### config.mk
export PLATFORM = sky130hd
export DESIGN_NAME = cled_decoder
export DESIGN_NICKNAME = d
export VERILOG_FILES = /design/src/cled_pkg.sv /design/src/cled_decoder.sv
export SDC_FILE = /design/constraint.sdc
export NUM_CORES = 1
export LEC_CHECK = 0
export ABC_CLOCK_PERIOD_IN_PS = 3100
export BUFFER_PORTS_ARGS = -buffer_cell sky130_fd_sc_hd__buf_2
export CAP_MARGIN = 0
export CORE_ASPECT_RATIO = 0.9
export CORE_UTILIZATION = 57
export CTS_BUF_LIST = sky130_fd_sc_hd__clkbuf_4 sky130_fd_sc_hd__clkbuf_8
export DETAILED_ROUTE_END_ITERATION = 10
export HOLD_SLACK_MARGIN = 0.1
export PLACE_DENSITY = 0.87
export RECOVER_POWER = 50
export SETUP_SLACK_MARGIN = 0.05
export SYNTH_ARGS = -nofsm -noshare
export SYNTH_HDL_FRONTEND = slang
export SYNTH_SLANG_ARGS = --single-unit
### constraint.sdc
create_clock -name clk_sys_i -period 3.1 [get_ports clk_sys_i]
set_input_delay 0.31 -clock clk_sys_i [delete_from_list [all_inputs] [get_ports clk_sys_i]]
set_output_delay 0.31 -clock clk_sys_i [all_outputs]
set_load 0.005 [all_outputs]
### src/cled_pkg.sv
// LED decoder constants, register map and mode type
package cled_pkg;

    ////////////////////////////////////////////////////////////////////////////
    // timing
    localparam int CLK_HZ = 200_000_000;
    // blink rates in millihertz
    localparam longint unsigned FAST_BLINK_MHZ = 64'd2000;
    localparam longint unsigned SLOW_BLINK_MHZ = 64'd500;
    // fast half period in clock cycles, rounded down
    localparam longint unsigned FAST_HALF_CYC_L =
        (64'(CLK_HZ) * 64'd1000) / (FAST_BLINK_MHZ * 64'd2);
    localparam int FAST_HALF_CYC = int'(FAST_HALF_CYC_L);
    // fast half periods in one slow half period
    localparam int SLOW_PER_FAST = int'(FAST_BLINK_MHZ / SLOW_BLINK_MHZ);

    ////////////////////////////////////////////////////////////////////////////
    // channel counts
    localparam int N_IN_CH = 8;
    localparam int N_OUT_CH = 3;

    ////////////////////////////////////////////////////////////////////////////
    // register map (byte addresses)
    localparam int ADR_W = 8;
    localparam logic [7:0] CTRL_OFS = 8'h00;
    localparam logic [7:0] IN_ACT_OFS = 8'h04;
    localparam logic [7:0] OUT_ACT_OFS = 8'h08;
    localparam logic [7:0] STATUS_OFS = 8'h0C;
    localparam logic [7:0] IRQ_STAT_OFS = 8'h10;
    localparam logic [7:0] IRQ_MASK_OFS = 8'h14;
    localparam logic [7:0] LED_IN_OFS = 8'h18;
    localparam logic [7:0] LED_OUT_OFS = 8'h1C;

    // field positions
    localparam int CTRL_CFG_BIT = 0;
    localparam int STAT_FAST_BIT = 4;
    localparam int STAT_SLOW_BIT = 5;
    localparam int LED_OUT_STAT_POS = 8;
    localparam int LED_OUT_MISC_POS = 16;

    // interrupt event bits
    localparam int EV_MOD_FAULT = 0;
    localparam int EV_REINT = 1;
    localparam int EV_SUPPLY = 2;
    localparam int EV_SAFETY = 3;
    localparam int EV_W = 4;

    // reset values
    localparam logic CTRL_CFG_RST = 1'b0;
    localparam logic [7:0] ACT_RST = 8'h00;
    localparam logic [EV_W-1:0] IRQ_MASK_RST = 4'h0;

    ////////////////////////////////////////////////////////////////////////////
    // display modes, highest priority first
    typedef enum logic [3:0] {
        CLED_OFF        = 4'h0,
        CLED_FW_UPDATE  = 4'h1,
        CLED_MOD_FAULT  = 4'h2,
        CLED_REV_MISM   = 4'h3,
        CLED_IDENT      = 4'h4,
        CLED_ADDR_MISM  = 4'h5,
        CLED_UNCFG      = 4'h6,
        CLED_SUPPLY_BAD = 4'h7,
        CLED_LOAD_OFF   = 4'h8,
        CLED_REINT_MAN  = 4'h9,
        CLED_REINT_AUTO = 4'hA,
        CLED_SAFE_ERR   = 4'hB,
        CLED_RUN        = 4'hC
    } cled_mode_t;

endpackage

### src/cled_decoder.sv
// LED status decoder: modes, blink, LED drive, wishbone registers
//
// The Wishbone slave port and the register offsets are this design's own decisions.
`timescale 1ns/100ps

////////////////////////////////////////////////////////////////////////////////
// Notes on behaviour
// - module or channel fault: fault LEDs red
// - unconfigured: only input status shows input level
// - deactivated channel: input status follows level only
// - channel awaiting reintegration: fault/status alternate 2 Hz
// - manual logic-supply reintegration: reint flashes, channels alternate
// - automatic reintegration: reint flashes, input levels shown
// - supply voltage bad: active output fault LEDs red
// - no active outputs: ignore load supply undervoltage
// - module-detected safety error: only input levels shown
// - identification: status LEDs flash green 0.5 Hz
// - safety address mismatch: output fault LEDs red
// - firmware update: all channel LEDs off
// - revision mismatch: reint red, input levels shown
// - alternating pattern never lights red and green together
// - logic supply off: every LED dark
// - load off, outputs active: fault LEDs red
// - load off, outputs inactive: input levels only
// - both supplies on: supply LEDs green, levels shown
module cled_decoder #(
    parameter int N_IN = cled_pkg::N_IN_CH,
    parameter int N_OUT = cled_pkg::N_OUT_CH,
    parameter int FAST_HALF_CYC = cled_pkg::FAST_HALF_CYC
) (
    input wire logic clk_sys_i,
    input wire logic rst_b_i,
    // wishbone slave
    input wire logic [cled_pkg::ADR_W-1:0] wb_adr_i,
    input wire logic [31:0] wb_dat_i,
    output logic [31:0] wb_dat_o,
    input wire logic [3:0] wb_sel_i,
    input wire logic wb_we_i,
    input wire logic wb_cyc_i,
    input wire logic wb_stb_i,
    output logic wb_ack_o,
    output logic irq_o,
    // supply conditions
    input wire logic logic_supply_on_i,
    input wire logic load_supply_on_i,
    input wire logic logic_supply_oor_i,
    input wire logic load_supply_ov_i,
    input wire logic load_supply_uv_i,
    // module conditions
    input wire logic module_fault_i,
    input wire logic fw_update_i,
    input wire logic rev_mismatch_i,
    input wire logic ident_i,
    input wire logic addr_mismatch_i,
    input wire logic safety_err_module_i,
    input wire logic safety_err_host_i,
    input wire logic reint_logic_man_i,
    input wire logic reint_logic_auto_i,
    // channel conditions
    input wire logic [N_IN-1:0] in_level_i,
    input wire logic [N_IN-1:0] in_fault_i,
    input wire logic [N_IN-1:0] in_reint_i,
    input wire logic [N_OUT-1:0] out_level_i,
    input wire logic [N_OUT-1:0] out_fault_i,
    input wire logic [N_OUT-1:0] out_reint_i,
    // LED drive, high lights the LED
    output logic logic_supply_led_o,
    output logic load_supply_led_o,
    output logic reint_red_o,
    output logic reint_green_o,
    output logic [N_IN-1:0] in_fault_led_o,
    output logic [N_IN-1:0] in_stat_led_o,
    output logic [N_OUT-1:0] out_fault_led_o,
    output logic [N_OUT-1:0] out_stat_led_o
);

    localparam int DIV_W = $clog2(FAST_HALF_CYC + 1);
    localparam int SLOW_W = $clog2(cled_pkg::SLOW_PER_FAST + 1);

    ////////////////////////////////////////////////////////////////////////////
    // blink generator: both rates from one divider
    logic [DIV_W-1:0] div_r;
    logic [SLOW_W-1:0] slow_cnt_r;
    logic fast_r;
    logic slow_r;

    wire tick = (div_r == DIV_W'(FAST_HALF_CYC - 1));
    wire slow_wrap = (slow_cnt_r == SLOW_W'(cled_pkg::SLOW_PER_FAST - 1));

    always_ff @(posedge clk_sys_i or negedge rst_b_i) begin
        if (!rst_b_i) begin
            div_r <= '0;
        end else begin
            div_r <= tick ? '0 : div_r + DIV_W'(1);
        end
    end

    always_ff @(posedge clk_sys_i or negedge rst_b_i) begin
        if (!rst_b_i) begin
            fast_r <= 1'b0;
            slow_cnt_r <= '0;
            slow_r <= 1'b0;
        end else if (tick) begin
            fast_r <= ~fast_r;
            slow_cnt_r <= slow_wrap ? '0 : slow_cnt_r + SLOW_W'(1);
            if (slow_wrap) begin
                slow_r <= ~slow_r;
            end
        end
    end

    ////////////////////////////////////////////////////////////////////////////
    // software registers
    logic ctrl_cfg_r;
    logic [N_IN-1:0] in_act_r;
    logic [N_OUT-1:0] out_act_r;
    logic [cled_pkg::EV_W-1:0] irq_stat_r;
    logic [cled_pkg::EV_W-1:0] irq_mask_r;
    logic [cled_pkg::EV_W-1:0] ev_prev_r;
    logic wb_ack_r;
    logic [31:0] wb_dat_r;
    logic irq_r;

    ////////////////////////////////////////////////////////////////////////////
    // mode selection
    wire any_out_act = |out_act_r;
    // with every output off the load supply may be absent or low
    wire load_uv_eff = load_supply_uv_i & any_out_act;
    wire load_missing = ~load_supply_on_i & any_out_act;
    wire supply_bad = logic_supply_oor_i | load_supply_ov_i | load_uv_eff;
    wire reint_auto = reint_logic_auto_i | safety_err_host_i;

    cled_pkg::cled_mode_t mode;
    assign mode = !logic_supply_on_i ? cled_pkg::CLED_OFF :
                  fw_update_i ? cled_pkg::CLED_FW_UPDATE :
                  module_fault_i ? cled_pkg::CLED_MOD_FAULT :
                  rev_mismatch_i ? cled_pkg::CLED_REV_MISM :
                  ident_i ? cled_pkg::CLED_IDENT :
                  addr_mismatch_i ? cled_pkg::CLED_ADDR_MISM :
                  !ctrl_cfg_r ? cled_pkg::CLED_UNCFG :
                  supply_bad ? cled_pkg::CLED_SUPPLY_BAD :
                  load_missing ? cled_pkg::CLED_LOAD_OFF :
                  reint_logic_man_i ? cled_pkg::CLED_REINT_MAN :
                  reint_auto ? cled_pkg::CLED_REINT_AUTO :
                  safety_err_module_i ? cled_pkg::CLED_SAFE_ERR :
                  cled_pkg::CLED_RUN;

    ////////////////////////////////////////////////////////////////////////////
    // per-channel pattern in normal operation
    logic [N_IN-1:0] in_run_fault;
    logic [N_IN-1:0] in_run_stat;
    logic [N_OUT-1:0] out_run_fault;
    logic [N_OUT-1:0] out_run_stat;

    genvar gi;
    generate
        for (gi = 0; gi < N_IN; gi++) begin : g_in
            wire act = in_act_r[gi];
            wire wait_reint = ~in_fault_i[gi] & in_reint_i[gi];
            // fault and reintegration flash on opposite phases of one toggle
            assign in_run_fault[gi] = act & (in_fault_i[gi] | (wait_reint & fast_r));
            assign in_run_stat[gi] = !act ? in_level_i[gi] :
                                     in_fault_i[gi] ? 1'b0 :
                                     wait_reint ? ~fast_r :
                                     in_level_i[gi];
        end
        for (gi = 0; gi < N_OUT; gi++) begin : g_out
            wire act = out_act_r[gi];
            wire wait_reint = ~out_fault_i[gi] & out_reint_i[gi];
            assign out_run_fault[gi] = act & (out_fault_i[gi] | (wait_reint & fast_r));
            assign out_run_stat[gi] = act & ~out_fault_i[gi] &
                                      (wait_reint ? ~fast_r : out_level_i[gi]);
        end
    endgenerate

    ////////////////////////////////////////////////////////////////////////////
    // LED next values
    logic [N_IN-1:0] in_fault_nxt;
    logic [N_IN-1:0] in_stat_nxt;
    logic [N_OUT-1:0] out_fault_nxt;
    logic [N_OUT-1:0] out_stat_nxt;
    logic reint_red_nxt;
    logic reint_green_nxt;

    always_comb begin
        in_fault_nxt = '0;
        in_stat_nxt = '0;
        out_fault_nxt = '0;
        out_stat_nxt = '0;
        reint_red_nxt = 1'b0;
        reint_green_nxt = 1'b0;
        unique case (mode)
            cled_pkg::CLED_OFF: begin
                in_stat_nxt = '0;
            end
            cled_pkg::CLED_FW_UPDATE: begin
                in_stat_nxt = '0;
            end
            cled_pkg::CLED_MOD_FAULT: begin
                in_fault_nxt = '1;
                out_fault_nxt = '1;
            end
            cled_pkg::CLED_REV_MISM: begin
                reint_red_nxt = 1'b1;
                in_stat_nxt = in_level_i;
            end
            cled_pkg::CLED_IDENT: begin
                in_stat_nxt = {N_IN{slow_r}};
                out_stat_nxt = {N_OUT{slow_r}};
            end
            cled_pkg::CLED_ADDR_MISM: begin
                out_fault_nxt = '1;
            end
            cled_pkg::CLED_UNCFG: begin
                in_stat_nxt = in_level_i;
            end
            cled_pkg::CLED_SUPPLY_BAD: begin
                out_fault_nxt = out_act_r;
            end
            cled_pkg::CLED_LOAD_OFF: begin
                in_fault_nxt = '1;
                out_fault_nxt = '1;
            end
            cled_pkg::CLED_REINT_MAN: begin
                reint_red_nxt = fast_r;
                reint_green_nxt = ~fast_r;
                in_fault_nxt = {N_IN{fast_r}};
                in_stat_nxt = {N_IN{~fast_r}};
                out_fault_nxt = {N_OUT{fast_r}};
                out_stat_nxt = {N_OUT{~fast_r}};
            end
            cled_pkg::CLED_REINT_AUTO: begin
                reint_red_nxt = fast_r;
                reint_green_nxt = ~fast_r;
                in_stat_nxt = in_level_i;
            end
            cled_pkg::CLED_SAFE_ERR: begin
                in_stat_nxt = in_level_i;
            end
            cled_pkg::CLED_RUN: begin
                // covers load off with every output deactivated too
                in_fault_nxt = in_run_fault;
                in_stat_nxt = in_run_stat;
                out_fault_nxt = out_run_fault;
                out_stat_nxt = out_run_stat;
            end
        endcase
    end

    wire logic_led_nxt = logic_supply_on_i;
    wire load_led_nxt = logic_supply_on_i & load_supply_on_i;

    always_ff @(posedge clk_sys_i or negedge rst_b_i) begin
        if (!rst_b_i) begin
            in_fault_led_o <= '0;
            in_stat_led_o <= '0;
            out_fault_led_o <= '0;
            out_stat_led_o <= '0;
            reint_red_o <= 1'b0;
            reint_green_o <= 1'b0;
            logic_supply_led_o <= 1'b0;
            load_supply_led_o <= 1'b0;
        end else begin
            in_fault_led_o <= in_fault_nxt;
            in_stat_led_o <= in_stat_nxt;
            out_fault_led_o <= out_fault_nxt;
            out_stat_led_o <= out_stat_nxt;
            reint_red_o <= reint_red_nxt;
            reint_green_o <= reint_green_nxt;
            logic_supply_led_o <= logic_led_nxt;
            load_supply_led_o <= load_led_nxt;
        end
    end

    ////////////////////////////////////////////////////////////////////////////
    // wishbone decode; every access is answered in one cycle
    wire wb_req = wb_cyc_i & wb_stb_i & ~wb_ack_r;
    // only sel[0] counts; a write lands at the edge where the master sees ack
    wire wb_wr = wb_cyc_i & wb_stb_i & wb_ack_r & wb_we_i & wb_sel_i[0];
    wire sel_ctrl = (wb_adr_i == cled_pkg::CTRL_OFS);
    wire sel_in_act = (wb_adr_i == cled_pkg::IN_ACT_OFS);
    wire sel_out_act = (wb_adr_i == cled_pkg::OUT_ACT_OFS);
    wire sel_status = (wb_adr_i == cled_pkg::STATUS_OFS);
    wire sel_istat = (wb_adr_i == cled_pkg::IRQ_STAT_OFS);
    wire sel_imask = (wb_adr_i == cled_pkg::IRQ_MASK_OFS);
    wire sel_led_in = (wb_adr_i == cled_pkg::LED_IN_OFS);
    wire sel_led_out = (wb_adr_i == cled_pkg::LED_OUT_OFS);

    wire [31:0] status_word = 32'({slow_r, fast_r, mode});
    wire [31:0] led_in_word = 32'({in_stat_led_o, in_fault_led_o});
    wire [31:0] led_out_word = 32'(out_fault_led_o) |
        (32'(out_stat_led_o) << cled_pkg::LED_OUT_STAT_POS) |
        (32'({load_supply_led_o, logic_supply_led_o, reint_green_o, reint_red_o})
            << cled_pkg::LED_OUT_MISC_POS);

    // unmapped addresses read zero and ignore writes
    wire [31:0] rd_mux = sel_ctrl ? 32'(ctrl_cfg_r) :
                         sel_in_act ? 32'(in_act_r) :
                         sel_out_act ? 32'(out_act_r) :
                         sel_status ? status_word :
                         sel_istat ? 32'(irq_stat_r) :
                         sel_imask ? 32'(irq_mask_r) :
                         sel_led_in ? led_in_word :
                         sel_led_out ? led_out_word :
                         32'h0000_0000;

    always_ff @(posedge clk_sys_i or negedge rst_b_i) begin
        if (!rst_b_i) begin
            wb_ack_r <= 1'b0;
            wb_dat_r <= 32'h0000_0000;
        end else begin
            wb_ack_r <= wb_req;
            wb_dat_r <= wb_req ? rd_mux : 32'h0000_0000;
        end
    end

    always_ff @(posedge clk_sys_i or negedge rst_b_i) begin
        if (!rst_b_i) begin
            ctrl_cfg_r <= cled_pkg::CTRL_CFG_RST;
            in_act_r <= N_IN'(cled_pkg::ACT_RST);
            out_act_r <= N_OUT'(cled_pkg::ACT_RST);
            irq_mask_r <= cled_pkg::IRQ_MASK_RST;
        end else if (wb_wr) begin
            if (sel_ctrl) begin
                ctrl_cfg_r <= wb_dat_i[cled_pkg::CTRL_CFG_BIT];
            end
            if (sel_in_act) begin
                in_act_r <= wb_dat_i[N_IN-1:0];
            end
            if (sel_out_act) begin
                out_act_r <= wb_dat_i[N_OUT-1:0];
            end
            if (sel_imask) begin
                irq_mask_r <= wb_dat_i[cled_pkg::EV_W-1:0];
            end
        end
    end

    ////////////////////////////////////////////////////////////////////////////
    // interrupt events: rising edge of each condition group
    logic [cled_pkg::EV_W-1:0] ev_cur;
    always_comb begin
        ev_cur = '0;
        ev_cur[cled_pkg::EV_MOD_FAULT] = module_fault_i;
        ev_cur[cled_pkg::EV_REINT] = reint_logic_man_i | reint_auto |
                                     (|in_reint_i) | (|out_reint_i);
        ev_cur[cled_pkg::EV_SUPPLY] = supply_bad | load_missing;
        ev_cur[cled_pkg::EV_SAFETY] = safety_err_module_i | safety_err_host_i;
    end

    wire [cled_pkg::EV_W-1:0] ev_rise = ev_cur & ~ev_prev_r;
    wire [cled_pkg::EV_W-1:0] w1c = (wb_wr & sel_istat) ?
                                    wb_dat_i[cled_pkg::EV_W-1:0] : '0;
    // a new event in the clearing cycle survives the clear
    wire [cled_pkg::EV_W-1:0] irq_stat_nxt = (irq_stat_r & ~w1c) | ev_rise;

    always_ff @(posedge clk_sys_i or negedge rst_b_i) begin
        if (!rst_b_i) begin
            ev_prev_r <= '0;
            irq_stat_r <= '0;
            irq_r <= 1'b0;
        end else begin
            ev_prev_r <= ev_cur;
            irq_stat_r <= irq_stat_nxt;
            irq_r <= |(irq_stat_r & irq_mask_r);
        end
    end

    assign wb_ack_o = wb_ack_r;
    assign wb_dat_o = wb_dat_r;
    assign irq_o = irq_r;

endmodule // cled_decoder

==> impl_metrics.json <==
{
  "outcome": "finished, final reports clean",
  "ios": 156,
  "worstPathArrival_ps": 3160,
  "core.rowCount": 32,
  "ys_ff_latch": 103,
  "clkTransAtPathRegs_ps": 110,
  "worstSetupStartpointType": "flip-flop",
  "ys_top_cells_by_area": "dfrtp_1 50%, mux2_2 4.6%, nor2_1 3.7%, xor2_1 2.6%, nand2_1 2.1%",
  "core_um2": 8648,
  "muxShareOfSynthArea_pct": 7.033,
  "dp_hpwl_um": 10010,
  "synthTopCellsByCount": "103 x dfrtp_1, 50 x nor2_1, 28 x nand2_1",
  "pwr_density_cell_nw_per_um2": 413.4,
  "cts_tree": "yes",
  "start_util_pct": 59.04,
  "leakagePower_nw": 2.953,
  "synth_area_um2": 5106,
  "period_minus_slack_ps": 2876,
  "grt_max_degree": 54,
  "drt_wl_total_um": 13240,
  "fmax_mhz": 347.6,
  "async_flop_share_pct": 100.0,
  "path_max_fanout": 8,
  "viasPerCell": 5.988,
  "cts-htree-levels": 3,
  "fp.dieH_um": 91.79,
  "gr-total-overflow": 0,
  "synth_compound_area_share_pct": 14.02,
  "slew_headroom_pct": 14.31,
  "cts_buffer_depth": 2,
  "antenna_found_initial": 0,
  "final_area_um2": 5984,
  "synth_area_leader_cell": "dfrtp_1",
  "cp_data_required_time_ps": 3390,
  "synthXorXnorAreaFrac_pct": 4.460,
  "synth_top_area_share_pct": 50.48,
  "synth_warnings": 0,
  "num-fill-cells": 677,
  "placed_cell_area_um2": 5786,
  "layout-drive-gt1-share_pct": 24.27,
  "ant_nets": 0,
  "die_area_um2": 9341,
  "skew_ps": 18.07,
  "endpoint_kind": "flip-flop",
  "cts-root-buf": "clkbuf_8",
  "grt_usage_pct": 30.40,
  "synth_edf_count": 0,
  "avgSynthCellArea_um2": 10.38,
  "setup_viol": 0,
  "synth_top_family_by_area": "simple AND/OR/NAND/NOR gates",
  "syn_inst": 492,
  "peakVddDrop_v": 0.0002302,
  "cts_buffers": 9,
  "rsz0062_at_grt": "no",
  "area_delta_synth_final_pct": 17.20,
  "dr.pass1.iters": 5,
  "finalHoldViolations": 0,
  "port-buffer-count": 116,
  "synth_seq_area_share_pct": 50.48,
  "hold_class": "primary input to flip-flop",
  "dieWidth_um": 101.8,
  "n_antenna_cell": 0,
  "drtIter0Drc": 357,
  "tightest_slew_ps": 1285,
  "path_class": "flip-flop to flip-flop",
  "synth_ff_type": "dfrtp_1",
  "final.setup.tns_ps": 0,
  "cts_setup_buffers": 0,
  "synth-simple-area-share_pct": 18.52,
  "yosysUniqueCellTypes": 62,
  "maxCapViolCount": 0,
  "num-nets-final": 711,
  "cts_sinks": 103,
  "cts_resized": 0,
  "synth_fa_ha_area_share_pct": 0.4901,
  "grt_pass1_vias": 4303,
  "grt_pass1_wl_um": 21270,
  "gp_congestion": 0.9256,
  "drcViolationCount": 0,
  "yosysMostFrequentCell": "dfrtp_1",
  "clk_latency_ps": 380,
  "fin_crit_sh_pct": 92.79,
  "drt-wirelength-per-cell_um": 17.97,
  "drv_slew": 0,
  "vias": 4413
}
flip-flops by register name, indices dropped and copies added, names as in the netlist, 3 cells and up:
register / cells
div_r: 26
ev_prev_r: 4
in_act_r: 8
in_fault_led_o: 8
in_stat_led_o: 8
irq_mask_r: 4
irq_stat_r: 4
out_act_r: 3
out_fault_led_o: 3
out_stat_led_o: 3
slow_cnt_r: 3
wb_dat_o: 20
final timing paths:
| path | startpoint | to | slack (ps) | cells past startpoint |
|---|---|---|---|---|
| max in group asynchronous | rst_b_i | in_act_r[5] | 690 | 3 |
| max reg2reg | out_act_r[0] | in_stat_led_o[7] | 220 | 6 |
| min reg2reg | reint_red_o | wb_dat_o[16] | 490 | 1 |
| min | out_fault_i[0] | out_stat_led_o[0] | 140 | 2 |
| min in group asynchronous | rst_b_i | wb_dat_o[17] | 750 | 2 |
| max | out_act_r[0] | in_stat_led_o[7] | 220 | 6 |
logic make-up after synthesis:
logic type	after synthesis
adder cells (fa/ha/maj)	2
AO/OA/AOI/OAI	97
multiplexers	32
buffers and inverters	51
XOR/XNOR	26
other	1
flip-flops	103
AND/OR/NAND/NOR	180
per-layer routing:
| layer | routed length, um | up-vias | share of wire, % | GRT usage, % |
|---|---|---|---|---|
| met2 | 6305 | 274 | 48 | 49.04 |
| met5 | 0 | - | 0 | 0 |
| li1 | - | 1987 | - | - |
| met4 | 269 | 0 | 2.0 | 10.99 |
| met1 | 5394 | 2121 | 41 | 39.86 |
| met3 | 1274 | 31 | 9.6 | 7.241 |
power by group:
group | total, mW | switching, mW | internal [mW]
registers | 1.36 | 0.00801 | 1.36
logic | 0.202 | 0.125 | 0.0763
clock network | 0.909 | 0.511 | 0.399
total | 2.47 | 0.644 | 1.83
stage by stage:
step | util [%] | hold WS, ps | std cells | total power [mW] | setup WS (ps)
2_1_floorplan | - | 14.41 | 503 | 1.477 | 1006
3_3_place_gp | 66.90 | 368.2 | 719 | 1.582 | 545.2
3_5_place_dp | 66.90 | 375.5 | 719 | 1.589 | 388.2
4_1_cts | 69.55 | 102.9 | 736 | 2.488 | 353.8
5_1_grt | 69.20 | 121.3 | 737 | 2.568 | 151.3
6_report | 69.20 | 144.7 | 737 | 2.474 | 223.5
layout by cell type (no fill, tap or decap), types with 3 or more instances in the layout:
cell type    n
dfrtp_1    103
buf_2       91
nor2_1      50
nand2_1     28
clkbuf_1    26
inv_1       22
mux2_2      21
a21oi_1     20
nand3_1     18
xor2_1      15
nor3_1      14
o21ai_0     14
and3_1      13
conb_1      12
xnor2_1     11
mux2i_1     10
nand4_1     10
a21o_1       9
clkbuf_8     9
and2_1       8
buf_4        8
nor4_1       7
nor4bb_1     7
a31o_1       7
o221ai_1     6
or2_2        4
nand2b_1     4
o211ai_1     4
a22o_1       4
a22oi_1      4
o31a_1       3
nor3b_1      3
o41ai_2      3
o21a_1       3
o21bai_1     3
worst max-delay path, cell delays in order, from the launching register on:
cell and delay, ps:
dfrtp_1 470, nor3_1 460, nor2_1 80, o311ai_0 650, o31a_1 360, nand3_1 400
o221ai_1 370
cell type report:
cell class / instances / area, um2 / area share (%)
clock buffer: 9 / 123.9 / 2.070
clock inverter: 7 / 95.09 / 1.589
inverter: 22 / 82.58 / 1.380
multi-input combinational: 349 / 2318 / 38.74
sequential: 103 / 2577 / 43.07
tap: 119 / 148.9 / 2.488
timing repair buffer: 128 / 638.1 / 10.66
timing repair:
action	in CTS	in global routing
setup endpoints to repair	0	0
endpoints found under the hold margin	51	1
hold buffers	1	1
Power figures use the tool's default switching activity.
